File: config.mk
export PLATFORM = sky130hd
export DESIGN_NAME = eu_exception_unit
export DESIGN_NICKNAME = d
export VERILOG_FILES = /design/src/pkg/eu_pkg.sv /design/src/rtl/eu_exception_unit.sv
export VERILOG_INCLUDE_DIRS = /design/src /design/src/pkg
export SDC_FILE = /design/constraint.sdc
export NUM_CORES = 1
export LEC_CHECK = 0
export BUFFER_PORTS_ARGS = -buffer_cell sky130_fd_sc_hd__buf_4
export CELL_PAD_IN_SITES_DETAIL_PLACEMENT = 1
export CELL_PAD_IN_SITES_GLOBAL_PLACEMENT = 2
export CORE_MARGIN = 1.5
export CORE_UTILIZATION = 28
export CTS_BUF_LIST = sky130_fd_sc_hd__clkbuf_8
export CTS_CLUSTER_SIZE = 8
export DETAILED_ROUTE_END_ITERATION = 6
export HOLD_SLACK_MARGIN = 0.02
export PLACE_DENSITY = 0.91
export SYNTH_ARGS = -nofsm -noshare
export SYNTH_HDL_FRONTEND = slang
export SYNTH_SLANG_ARGS = --single-unit
File: constraint.sdc
create_clock -name clk_i -period 4.1 [get_ports clk_i]
set_input_delay 0.615 -clock clk_i [delete_from_list [all_inputs] [get_ports clk_i]]
set_output_delay 0.615 -clock clk_i [all_outputs]
set_load 0.05 [all_outputs]
File: src/pkg/eu_defines.svh
`ifndef EU_DEFINES_SVH
`define EU_DEFINES_SVH
// Register byte offsets
`define EU_OFS_STATUS    32'h0000_0000
`define EU_OFS_PENDING   32'h0000_0004
`define EU_OFS_CONTROL   32'h0000_0008
// Status word fields
`define EU_SW_T          15
`define EU_SW_S          13
`define EU_SW_MASK_HI    10
`define EU_SW_MASK_LO    8
`define EU_SW_RESET      16'h2700
`define EU_SW_WMASK      16'hA700
// Vector numbers
`define EU_VEC_RESET     8'h00
`define EU_VEC_BUS       8'h02
`define EU_VEC_ADDR      8'h03
`define EU_VEC_ILLEGAL   8'h04
`define EU_VEC_PRIV      8'h08
`define EU_VEC_TRACE     8'h09
`define EU_VEC_SPURIOUS  8'h18
`define EU_VEC_AUTO_BASE 8'h18
// Reset vector word addresses
`define EU_RST_SSP_HI    32'h0000_0000
`define EU_RST_SSP_LO    32'h0000_0002
`define EU_RST_PC_HI     32'h0000_0004
`define EU_RST_PC_LO     32'h0000_0006
// Reference classes on the function code lines
`define EU_FC_SUP_DATA   3'h5
`define EU_FC_SUP_PROG   3'h6
`define EU_FC_IACK       3'h7
// Request levels
`define EU_LVL_NONE      3'h0
`define EU_LVL_TWO       3'h2
`define EU_LVL_FIVE      3'h5
`define EU_LVL_NMI       3'h7
// Stack step and external reset pulse length
`define EU_STACK_STEP    32'h0000_0002
`define EU_RST_OUT_CYC   8'h10
`endif

File: src/pkg/eu_pkg.sv
package eu_pkg;
  // Sequencer states
  typedef enum logic [3:0] {
    ST_RUN, ST_RST_SSP_H, ST_RST_SSP_L, ST_RST_PC_H, ST_RST_PC_L, ST_IACK,
    ST_PUSH_PCL, ST_PUSH_PCH, ST_PUSH_SW, ST_VEC_H, ST_VEC_L, ST_FETCH, ST_HALT
  } eu_state_t;
  // One word request on the processor bus
  typedef struct packed {
    logic        valid;
    logic        we;
    logic [2:0]  fc;
    logic [31:0] addr;
    logic [15:0] wdata;
  } eu_mem_req_t;
endpackage

File: src/rtl/eu_exception_unit.sv
// What this block does
// - Reset, address or bus error aborts work; exception starts within two cycles.
// - Trace and interrupt wait for instruction end; illegal/privilege checked on next.
// - Trap, overflow trap, bounds check, zero divide come only from execution.
// - Abort group first, then between-instruction group, then instruction group.
// - Within the abort group: reset, then address error, then bus error.
// - Trace beats interrupt; interrupt beats illegal and privilege violation.
// - Trace taken first, then the interrupt, before any instruction resumes.
// - Reset drops work, sets supervisor, clears trace, mask to seven.
// - Reset saves nothing; loads stack pointer from address 0 and program pointer from address 4.
// - Software reset pulses the reset line only; execution continues.
// - Only request levels two, five and seven are recognised.
// - Three-bit mask; levels at or below it are inhibited.
// - Requests pend; looked at only between instructions, else postponed.
// - Accepting copies status, sets supervisor, clears trace, mask to level.
// - Vector read as interrupt acknowledge with level on address bus.
// - Autovector answer uses level vector; bus error answer uses spurious vector.
// - Push program pointer and status; pointer is the next unexecuted instruction.
// - Read new pointer high at vector address, low at plus 2, then fetch.
// - Mask never inhibits level seven.
// - Rise to seven raises an interrupt; lowering mask under seven does too.
// - Vector address is vector number times four, upper bits zero.
// - Autovector number is 24 plus the level.
`include "eu_defines.svh"
module eu_exception_unit (
  input  wire logic                clk_i,
  input  wire logic                rst_i,
  input  wire logic                wb_cyc_i,
  input  wire logic                wb_stb_i,
  input  wire logic                wb_we_i,
  input  wire logic [31:0]         wb_adr_i,
  input  wire logic [3:0]          wb_sel_i,
  input  wire logic [31:0]         wb_dat_i,
  output      logic [31:0]         wb_dat_o,
  output      logic                wb_ack_o,
  input  wire logic [2:0]          ipl_i,
  input  wire logic                boundary_i,
  input  wire logic                illegal_i,
  input  wire logic                priv_i,
  input  wire logic                trap_req_i,
  input  wire logic [7:0]          trap_vec_i,
  input  wire logic                addr_err_i,
  input  wire logic                bus_err_i,
  input  wire logic [31:0]         next_pp_i,
  output      eu_pkg::eu_mem_req_t mem_o,
  input  wire logic                mem_ack_i,
  input  wire logic                mem_berr_i,
  input  wire logic                autovector_request_in_i,
  input  wire logic [15:0]         mem_rdata_i,
  output      logic                core_hold_o,
  output      logic                core_abort_o,
  output      logic                core_start_o,
  output      logic                insn_valid_o,
  output      logic [15:0]         insn_o,
  output      logic [31:0]         program_pointer_o,
  output      logic [31:0]         supervisor_stack_pointer_o,
  output      logic [15:0]         status_word_o,
  output      logic                reset_out_o,
  output      logic                halted_o
);
  import eu_pkg::*;

  eu_state_t   state_reg, state_next;
  logic [15:0] sw_reg, sw_next, saved_sw_reg, saved_sw_next;
  logic [31:0] ssp_reg, ssp_next, pp_reg, pp_next;
  logic [7:0]  vec_reg, vec_next, trap_vec_reg, trap_vec_next, rst_cnt_reg, rst_cnt_next;
  logic [2:0]  lvl_reg, lvl_next, ipl_prev_reg;
  logic [15:0] insn_reg, insn_next;
  logic        between_reg, between_next, grp0_reg, grp0_next;
  logic        trace_pend_reg, trace_pend_next, ill_pend_reg, ill_pend_next;
  logic        priv_pend_reg, priv_pend_next, trap_pend_reg, trap_pend_next;
  logic        nmi_pend_reg, nmi_pend_next, nmi_clr;
  logic        start_reg, start_next, abort_reg, abort_next, ivalid_reg, ivalid_next;
  logic        ack_reg;
  logic [31:0] rdata_reg, rdata_next;

  // Request level filter and level-seven edge; unsupported codes count as no request
  wire [2:0] ipl_lvl  = (ipl_i == `EU_LVL_TWO || ipl_i == `EU_LVL_FIVE ||
                         ipl_i == `EU_LVL_NMI) ? ipl_i : `EU_LVL_NONE;
  wire       nmi_edge = (ipl_lvl == `EU_LVL_NMI) && (ipl_prev_reg != `EU_LVL_NMI);
  wire [2:0] mask     = sw_reg[`EU_SW_MASK_HI:`EU_SW_MASK_LO];
  // Plain comparison never passes seven, so the edge latch carries the non-maskable case
  wire       irq_take = (ipl_lvl > mask) || nmi_pend_reg;
  wire [2:0] irq_lvl  = nmi_pend_reg ? `EU_LVL_NMI : ipl_lvl;

  // Between-instruction decision, highest first
  wire       dec_trace = trace_pend_reg;
  wire       dec_irq   = ~trace_pend_reg & irq_take;
  wire       dec_any   = trace_pend_reg | irq_take | ill_pend_reg | priv_pend_reg |
                         trap_pend_reg;
  wire [7:0] dec_vec   = dec_trace    ? `EU_VEC_TRACE   :
                         ill_pend_reg  ? `EU_VEC_ILLEGAL :
                         priv_pend_reg ? `EU_VEC_PRIV    : trap_vec_reg;

  // Abort events from the core; address error outranks bus error
  wire       core_abort_ev = addr_err_i | bus_err_i;
  wire [7:0] abort_vec     = addr_err_i ? `EU_VEC_ADDR : `EU_VEC_BUS;
  wire       bus_done      = mem_ack_i | mem_berr_i;

  // Register bus decode; write lands on the edge where ack is seen
  wire wb_req     = wb_cyc_i & wb_stb_i & ~ack_reg;
  wire wb_wr      = wb_cyc_i & wb_stb_i & wb_we_i & ack_reg;
  wire hit_status = wb_adr_i == `EU_OFS_STATUS;
  wire hit_pend   = wb_adr_i == `EU_OFS_PENDING;
  wire hit_ctrl   = wb_adr_i == `EU_OFS_CONTROL;
  wire wr_status  = wb_wr & hit_status & wb_sel_i[1];
  wire wr_swrst   = wb_wr & hit_ctrl & wb_sel_i[0] & wb_dat_i[0];
  wire [31:0] rd_status = {16'h0000, sw_reg};
  wire [31:0] rd_pend   = {8'h00, vec_reg, 4'h0, 4'(state_reg), 2'b00,
                           (state_reg == ST_HALT), trace_pend_reg, nmi_pend_reg, ipl_lvl};
  wire [31:0] rd_ctrl   = {31'h0000_0000, reset_out_o};
  wire [31:0] rd_mux    = hit_status ? rd_status : hit_pend ? rd_pend :
                          hit_ctrl ? rd_ctrl : 32'h0000_0000;

  // Bus request built from the sequencer state
  wire [31:0] vec_addr = {22'h00_0000, vec_reg, 2'b00};
  wire [31:0] push_adr = ssp_reg - `EU_STACK_STEP;
  always_comb begin
    mem_o = '0;
    mem_o.valid = 1'b1;
    mem_o.fc    = `EU_FC_SUP_DATA;
    case (state_reg)
      ST_RST_SSP_H: begin
        mem_o.addr = `EU_RST_SSP_HI;
        mem_o.fc   = `EU_FC_SUP_PROG;
      end
      ST_RST_SSP_L: begin
        mem_o.addr = `EU_RST_SSP_LO;
        mem_o.fc   = `EU_FC_SUP_PROG;
      end
      ST_RST_PC_H: begin
        mem_o.addr = `EU_RST_PC_HI;
        mem_o.fc   = `EU_FC_SUP_PROG;
      end
      ST_RST_PC_L: begin
        mem_o.addr = `EU_RST_PC_LO;
        mem_o.fc   = `EU_FC_SUP_PROG;
      end
      ST_IACK: begin
        mem_o.addr = {28'h000_0000, lvl_reg, 1'b0};
        mem_o.fc   = `EU_FC_IACK;
      end
      ST_PUSH_PCL: begin
        mem_o.we    = 1'b1;
        mem_o.addr  = push_adr;
        mem_o.wdata = pp_reg[15:0];
      end
      ST_PUSH_PCH: begin
        mem_o.we    = 1'b1;
        mem_o.addr  = push_adr;
        mem_o.wdata = pp_reg[31:16];
      end
      ST_PUSH_SW: begin
        mem_o.we    = 1'b1;
        mem_o.addr  = push_adr;
        mem_o.wdata = saved_sw_reg;
      end
      ST_VEC_H: mem_o.addr = vec_addr;
      ST_VEC_L: mem_o.addr = vec_addr | 32'h0000_0002;
      ST_FETCH: begin
        mem_o.addr = pp_reg;
        mem_o.fc   = `EU_FC_SUP_PROG;
      end
      default: mem_o.valid = 1'b0;
    endcase
  end

  // Sequencer next state
  always_comb begin
    state_next      = state_reg;
    sw_next         = sw_reg;
    saved_sw_next   = saved_sw_reg;
    ssp_next        = ssp_reg;
    pp_next         = pp_reg;
    vec_next        = vec_reg;
    lvl_next        = lvl_reg;
    insn_next       = insn_reg;
    between_next    = between_reg;
    grp0_next       = grp0_reg;
    trace_pend_next = trace_pend_reg;
    ill_pend_next   = ill_pend_reg;
    priv_pend_next  = priv_pend_reg;
    trap_pend_next  = trap_pend_reg;
    trap_vec_next   = trap_vec_reg;
    nmi_clr         = 1'b0;
    start_next      = 1'b0;
    abort_next      = 1'b0;
    ivalid_next     = ivalid_reg;
    // Software status write; hardware entry below overrides it
    if (wr_status) begin
      sw_next = (sw_reg & ~`EU_SW_WMASK) | (wb_dat_i[15:0] & `EU_SW_WMASK);
    end
    // Instruction-caused traps latch only while an instruction runs
    if (state_reg == ST_RUN && !between_reg && trap_req_i) begin
      trap_pend_next = 1'b1;
      trap_vec_next  = trap_vec_i;
    end
    case (state_reg)
      ST_RUN: begin
        if (core_abort_ev) begin
          saved_sw_next   = sw_reg;
          sw_next[`EU_SW_S] = 1'b1;
          sw_next[`EU_SW_T] = 1'b0;
          vec_next        = abort_vec;
          pp_next         = next_pp_i;
          grp0_next       = 1'b1;
          between_next    = 1'b1;
          abort_next      = 1'b1;
          trace_pend_next = 1'b0;
          ill_pend_next   = 1'b0;
          priv_pend_next  = 1'b0;
          trap_pend_next  = 1'b0;
          state_next      = ST_PUSH_PCL;
        end else if (!between_reg) begin
          if (boundary_i) begin
            between_next    = 1'b1;
            pp_next         = next_pp_i;
            trace_pend_next = sw_reg[`EU_SW_T];
            ill_pend_next   = illegal_i;
            priv_pend_next  = priv_i;
            ivalid_next     = 1'b0;
          end
        end else if (dec_any) begin
          saved_sw_next     = sw_reg;
          sw_next[`EU_SW_S] = 1'b1;
          sw_next[`EU_SW_T] = 1'b0;
          // Handler code runs next, so an opcode check on the old stream is stale
          ill_pend_next     = 1'b0;
          priv_pend_next    = 1'b0;
          if (dec_irq) begin
            sw_next[`EU_SW_MASK_HI:`EU_SW_MASK_LO] = irq_lvl;
            lvl_next   = irq_lvl;
            nmi_clr    = (irq_lvl == `EU_LVL_NMI);
            state_next = ST_IACK;
          end else begin
            vec_next        = dec_vec;
            trace_pend_next = 1'b0;
            if (!dec_trace && !ill_pend_reg && !priv_pend_reg) begin
              trap_pend_next = 1'b0;
            end
            state_next = ST_PUSH_PCL;
          end
        end else begin
          between_next = 1'b0;
          start_next   = 1'b1;
        end
      end
      ST_IACK: begin
        if (mem_berr_i) begin
          vec_next   = `EU_VEC_SPURIOUS;
          state_next = ST_PUSH_PCL;
        end else if (autovector_request_in_i) begin
          vec_next   = `EU_VEC_AUTO_BASE + {5'h00, lvl_reg};
          state_next = ST_PUSH_PCL;
        end else if (mem_ack_i) begin
          vec_next   = mem_rdata_i[7:0];
          state_next = ST_PUSH_PCL;
        end
      end
      ST_HALT: state_next = ST_HALT;
      default: begin
        if (mem_berr_i) begin
          if (grp0_reg) begin
            state_next = ST_HALT;
          end else begin
            saved_sw_next     = sw_reg;
            sw_next[`EU_SW_S] = 1'b1;
            sw_next[`EU_SW_T] = 1'b0;
            vec_next          = `EU_VEC_BUS;
            grp0_next         = 1'b1;
            state_next        = ST_PUSH_PCL;
          end
        end else if (mem_ack_i) begin
          case (state_reg)
            ST_RST_SSP_H: begin
              ssp_next[31:16] = mem_rdata_i;
              state_next      = ST_RST_SSP_L;
            end
            ST_RST_SSP_L: begin
              ssp_next[15:0] = mem_rdata_i;
              state_next     = ST_RST_PC_H;
            end
            ST_RST_PC_H: begin
              pp_next[31:16] = mem_rdata_i;
              state_next     = ST_RST_PC_L;
            end
            ST_RST_PC_L: begin
              pp_next[15:0] = mem_rdata_i;
              state_next    = ST_FETCH;
            end
            ST_PUSH_PCL: begin
              ssp_next   = push_adr;
              state_next = ST_PUSH_PCH;
            end
            ST_PUSH_PCH: begin
              ssp_next   = push_adr;
              state_next = ST_PUSH_SW;
            end
            ST_PUSH_SW: begin
              ssp_next   = push_adr;
              state_next = ST_VEC_H;
            end
            ST_VEC_H: begin
              pp_next[31:16] = mem_rdata_i;
              state_next     = ST_VEC_L;
            end
            ST_VEC_L: begin
              pp_next[15:0] = mem_rdata_i;
              state_next    = ST_FETCH;
            end
            ST_FETCH: begin
              insn_next    = mem_rdata_i;
              ivalid_next  = 1'b1;
              grp0_next    = 1'b0;
              between_next = 1'b1;
              state_next   = ST_RUN;
            end
            default: state_next = ST_HALT;
          endcase
        end
      end
    endcase
  end

  // Sequencer and status registers; reset starts the vector load directly
  always_ff @(posedge clk_i) begin
    if (rst_i) begin
      state_reg      <= ST_RST_SSP_H;
      sw_reg         <= `EU_SW_RESET;
      saved_sw_reg   <= 16'h0000;
      ssp_reg        <= 32'h0000_0000;
      pp_reg         <= 32'h0000_0000;
      vec_reg        <= `EU_VEC_RESET;
      lvl_reg        <= `EU_LVL_NONE;
      insn_reg       <= 16'h0000;
      between_reg    <= 1'b0;
      grp0_reg       <= 1'b1;
      trace_pend_reg <= 1'b0;
      ill_pend_reg   <= 1'b0;
      priv_pend_reg  <= 1'b0;
      trap_pend_reg  <= 1'b0;
      trap_vec_reg   <= 8'h00;
      start_reg      <= 1'b0;
      abort_reg      <= 1'b0;
      ivalid_reg     <= 1'b0;
    end else begin
      state_reg      <= state_next;
      sw_reg         <= sw_next;
      saved_sw_reg   <= saved_sw_next;
      ssp_reg        <= ssp_next;
      pp_reg         <= pp_next;
      vec_reg        <= vec_next;
      lvl_reg        <= lvl_next;
      insn_reg       <= insn_next;
      between_reg    <= between_next;
      grp0_reg       <= grp0_next;
      trace_pend_reg <= trace_pend_next;
      ill_pend_reg   <= ill_pend_next;
      priv_pend_reg  <= priv_pend_next;
      trap_pend_reg  <= trap_pend_next;
      trap_vec_reg   <= trap_vec_next;
      start_reg      <= start_next;
      abort_reg      <= abort_next;
      ivalid_reg     <= ivalid_next;
    end
  end

  // Level-seven latch; a new edge wins over the clear of the previous one
  assign nmi_pend_next = nmi_edge | (nmi_pend_reg & ~nmi_clr);
  always_ff @(posedge clk_i) begin
    if (rst_i) begin
      ipl_prev_reg <= `EU_LVL_NONE;
      nmi_pend_reg <= 1'b0;
    end else begin
      ipl_prev_reg <= ipl_lvl;
      nmi_pend_reg <= nmi_pend_next;
    end
  end

  // External reset pulse from software; no vector load, core keeps running
  assign rst_cnt_next = wr_swrst ? `EU_RST_OUT_CYC :
                        (rst_cnt_reg != 8'h00) ? rst_cnt_reg - 8'h01 : 8'h00;
  always_ff @(posedge clk_i) begin
    if (rst_i) begin
      rst_cnt_reg <= 8'h00;
      reset_out_o <= 1'b0;
    end else begin
      rst_cnt_reg <= rst_cnt_next;
      reset_out_o <= rst_cnt_next != 8'h00;
    end
  end

  // Bus slave: one wait state, ack for one cycle, unmapped reads zero
  assign rdata_next = wb_req ? rd_mux : rdata_reg;
  always_ff @(posedge clk_i) begin
    if (rst_i) begin
      ack_reg   <= 1'b0;
      rdata_reg <= 32'h0000_0000;
    end else begin
      ack_reg   <= wb_req;
      rdata_reg <= rdata_next;
    end
  end

  // Outputs
  assign wb_ack_o                   = ack_reg;
  assign wb_dat_o                   = rdata_reg;
  assign core_hold_o                = (state_reg != ST_RUN) | between_reg;
  assign core_abort_o               = abort_reg;
  assign core_start_o               = start_reg;
  assign insn_valid_o               = ivalid_reg;
  assign insn_o                     = insn_reg;
  assign program_pointer_o          = pp_reg;
  assign supervisor_stack_pointer_o = ssp_reg;
  assign status_word_o              = sw_reg;
  assign halted_o                   = state_reg == ST_HALT;

  wire in_dec = (state_reg == ST_RUN) && between_reg && !core_abort_ev;
endmodule

==> results.tsv <==
metric	value	unit
seqPwrFrac	29.8	%
gp_congestion	0.919	
drive_above_1_share	26.1	%
start_kind	flop	
layout.nets	1540	
maxCapViolations	0	
fmax	258	MHz
switchingPower	3.56	mW
crit_arrival	3.27	ns
required	3.48	ns
clk_latency	0.48	ns
power_density	591	nW/um2
ant_nets	0	
critPathTopFamily	simple AND/OR/NAND/NOR gates	
regArea	3140	um2
wirelength	40900	um
portBuffers	280	
cpMaxStageDelayCell	dfxtp_1	
top_level_ports	329	
synth_top_area_share	35.0	%
clk_pin_slew_worst_paths	0.11	ns
pwr-share-comb	52.5	%
drcViolationCount	0	
min_period	3.88	ns
worstPathMaxFanout	28	
dieArea	33200	um2
synth.avg_cell_area	7.67	um2
finalInstanceArea	11700	um2
ys_seq_area_share	35.0	%
row_count	65	
grt_pass1_wl	61400	um
synth.most_common_cell	dfxtp_1	
drtPass1Iterations	5	
cts_root_buf	clkbuf_8	
slew_viol_final	0	
rsz0062_at_grt	false	
switching_share	51.3	%
hold_violations	0	
tightestPinTransition	1.14	ns
path_buf_inv	2	
synthTopCellsByCount	157 x dfxtp_1, 146 x nand2_1, 103 x nor2_1	
post-route-period-util	94.6	%
fillers	3895	
clock_path_buffers	2	
cts_resized	0	
synthArstFlopShare	0	%
ir_drop	0.236	mV
core	31600	um2
initial_core_util	28.5	%
diodes	0	
slew_headroom	23.8	%
grt_max_degree	98	
synth_cell_types	77	
overflow	0	
clock_skew	0.0195	ns
grt_pass1_vias	10000	
place_area	11300	um2
antenna_found_initial	0	
synth_edf_count	0	
via_count	10100	
end_kind	primary output	
intPower	3.38	mW
syn_area	8990	um2
yosys_register_bits	157	
cts_tree	done	
r2r_setup_slack	1.03	ns
hpwl	31300	um
outcome	complete, no violations	
htree_levels	4	
via_per_inst	5.61	
synthesis.instances	1173	
drt_iter0_drc	940	
netlist_top_cells_area	dfxtp_1 35%, nand2_1 6.1%, a21oi_1 5.0%, nor2_1 4.3%, a311oi_1 3.7%	
hold_path_class	input port to flop	
dominantRegCellSynth	dfxtp_1	
finalSetupViolations	0	
cpPeakStageDelay	0.80	ns
crit_chain	nor4b_2, nor2_4, inv_1, o21ai_0, nand2_1, buf_4	
drt-wirelength-per-cell	22.6	um
power.leakage	4.84	nW
die-width	182	um
p_clk_share	17.7	%
syn_to_final_growth	30.6	%
cts_buffers	17	
worstSetupPathType	flop to primary output	
finalSetupTns	0	ns
ys_warn_count	0	
multi_input_area	5260	um2
grt_util_all_layers	24.1	%
cts_setup_buffers	0	
cts_hold_buf	0	
cts_sinks	157	
yosys.area.top_type	dfxtp_1	
die_y	182	um
[cells by family (layout without fill, tap and decap cells)]
logic type / count (synthesis) / in the layout / share of synthesized area [%]
flops: 157 / 157 / 35.0
compound gates: 366 / 366 / 28.3
fa+ha+maj: 6 / 6 / 0.835
other cells: 2 / 20 / 0.0835
simple gates: 442 / 442 / 24.0
buf+inv: 161 / 376 / 7.83
xor+xnor: 27 / 27 / 2.63
mux: 12 / 12 / 1.36
[worst paths after layout]
| check | startpoint | depth (start not counted) | endpoint |
|---|---|---|---|
| worst min register to register | insn_o[15]$_SDFFE_PP0P_ | 2 | insn_o[15]$_SDFFE_PP0P_ |
| worst max register to register | state_reg[3]$_SDFFE_PP0P_ | 6 | vec_reg[1]$_SDFFE_PP0P_ |
| worst min-delay path | next_pp_i[24] | 3 | program_pointer_o[24]$_SDFFE_PP0P_ |
| worst max-delay path | state_reg[2]$_SDFFE_PP0P_ | 6 | mem_o[37] |
[metal layers]
metal / share of wire, % / GRT usage [%] / up-vias / wire, um
li1: - / - / 4723 / -
met1: 44 / 32.2 / 5012 / 18100
met2: 46 / 38.4 / 347 / 18900
met3: 6.4 / 4.75 / 66 / 2600
met4: 3.2 / 8.60 / 0 / 1310
met5: 0 / 0 / - / 0
[worst reg2reg max path, cell delays in order, from the launching register on]
cell and delay, ns:
dfxtp_1 0.40, buf_4 0.27, nor4_2 0.72, nand2_1 0.30, a21oi_1 0.92, o311ai_0 0.26, o41ai_1 0.10
[through the flow]
| step | cells | hold slack, ns | setup WS (ns) | total power [mW] | util [%] |
|---|---|---|---|---|---|
| 6_report | 1808 | 0.398 | 0.220 | 6.94 | 37.2 |
| 5_1_grt | 1808 | 0.380 | 0.00340 | 7.30 | 37.2 |
| 4_1_cts | 1808 | 0.375 | 0.175 | 6.93 | 37.2 |
| 3_5_place_dp | 1776 | 0.450 | 0.626 | 5.69 | 35.9 |
| 3_3_place_gp | 1776 | 0.442 | 0.698 | 5.62 | 35.9 |
| 2_1_floorplan | 1191 | 0.432 | 0.298 | 4.49 | - |
[layout by cell type, fill, tap and decap left out, types with 5 or more instances in the layout]
cell type  instances
a21oi_1           88
nand2_1          146
inv_6              5
xor2_1             8
o21ai_0           57
nor2b_1            9
or3_1             11
nand2b_1          11
and3_1            16
mux2i_1           10
a22o_1            16
o32ai_1           11
xnor2_1           19
o211ai_1           9
nand4_1           16
nor4_1            20
clkbuf_8          17
conb_1            20
or4_1             17
o31a_1             7
a31oi_1           15
buf_4            304
a21boi_0          16
o31ai_1           11
nor3_1            28
a31o_2             8
a222oi_1           6
a211oi_1           5
a311oi_1          38
inv_1             39
a22oi_1           30
nand3_1           35
nor2_1           102
dfxtp_1          157
ha_1               6
[layout make-up]
type	count	share of cell area, %
clock buffer	17	1.99
clock inverter	15	1.43
inverter	40	1.28
multi-input combinational	873	44.8
sequential	157	26.8
tap	402	4.28
timing repair buffer	304	19.4
[power groups by stage]
stage | Sequential [mW] | Clock, mW | Combinational (mW)
after floorplan | 2.32 | 0 | 2.17
after global placement | 2.08 | 0 | 3.54
after detailed placement | 2.09 | 0 | 3.60
after CTS | 2.06 | 1.25 | 3.61
after global routing | 2.09 | 1.31 | 3.90
final | 2.07 | 1.23 | 3.65
Note: power is estimated with default switching activity, not from simulation.
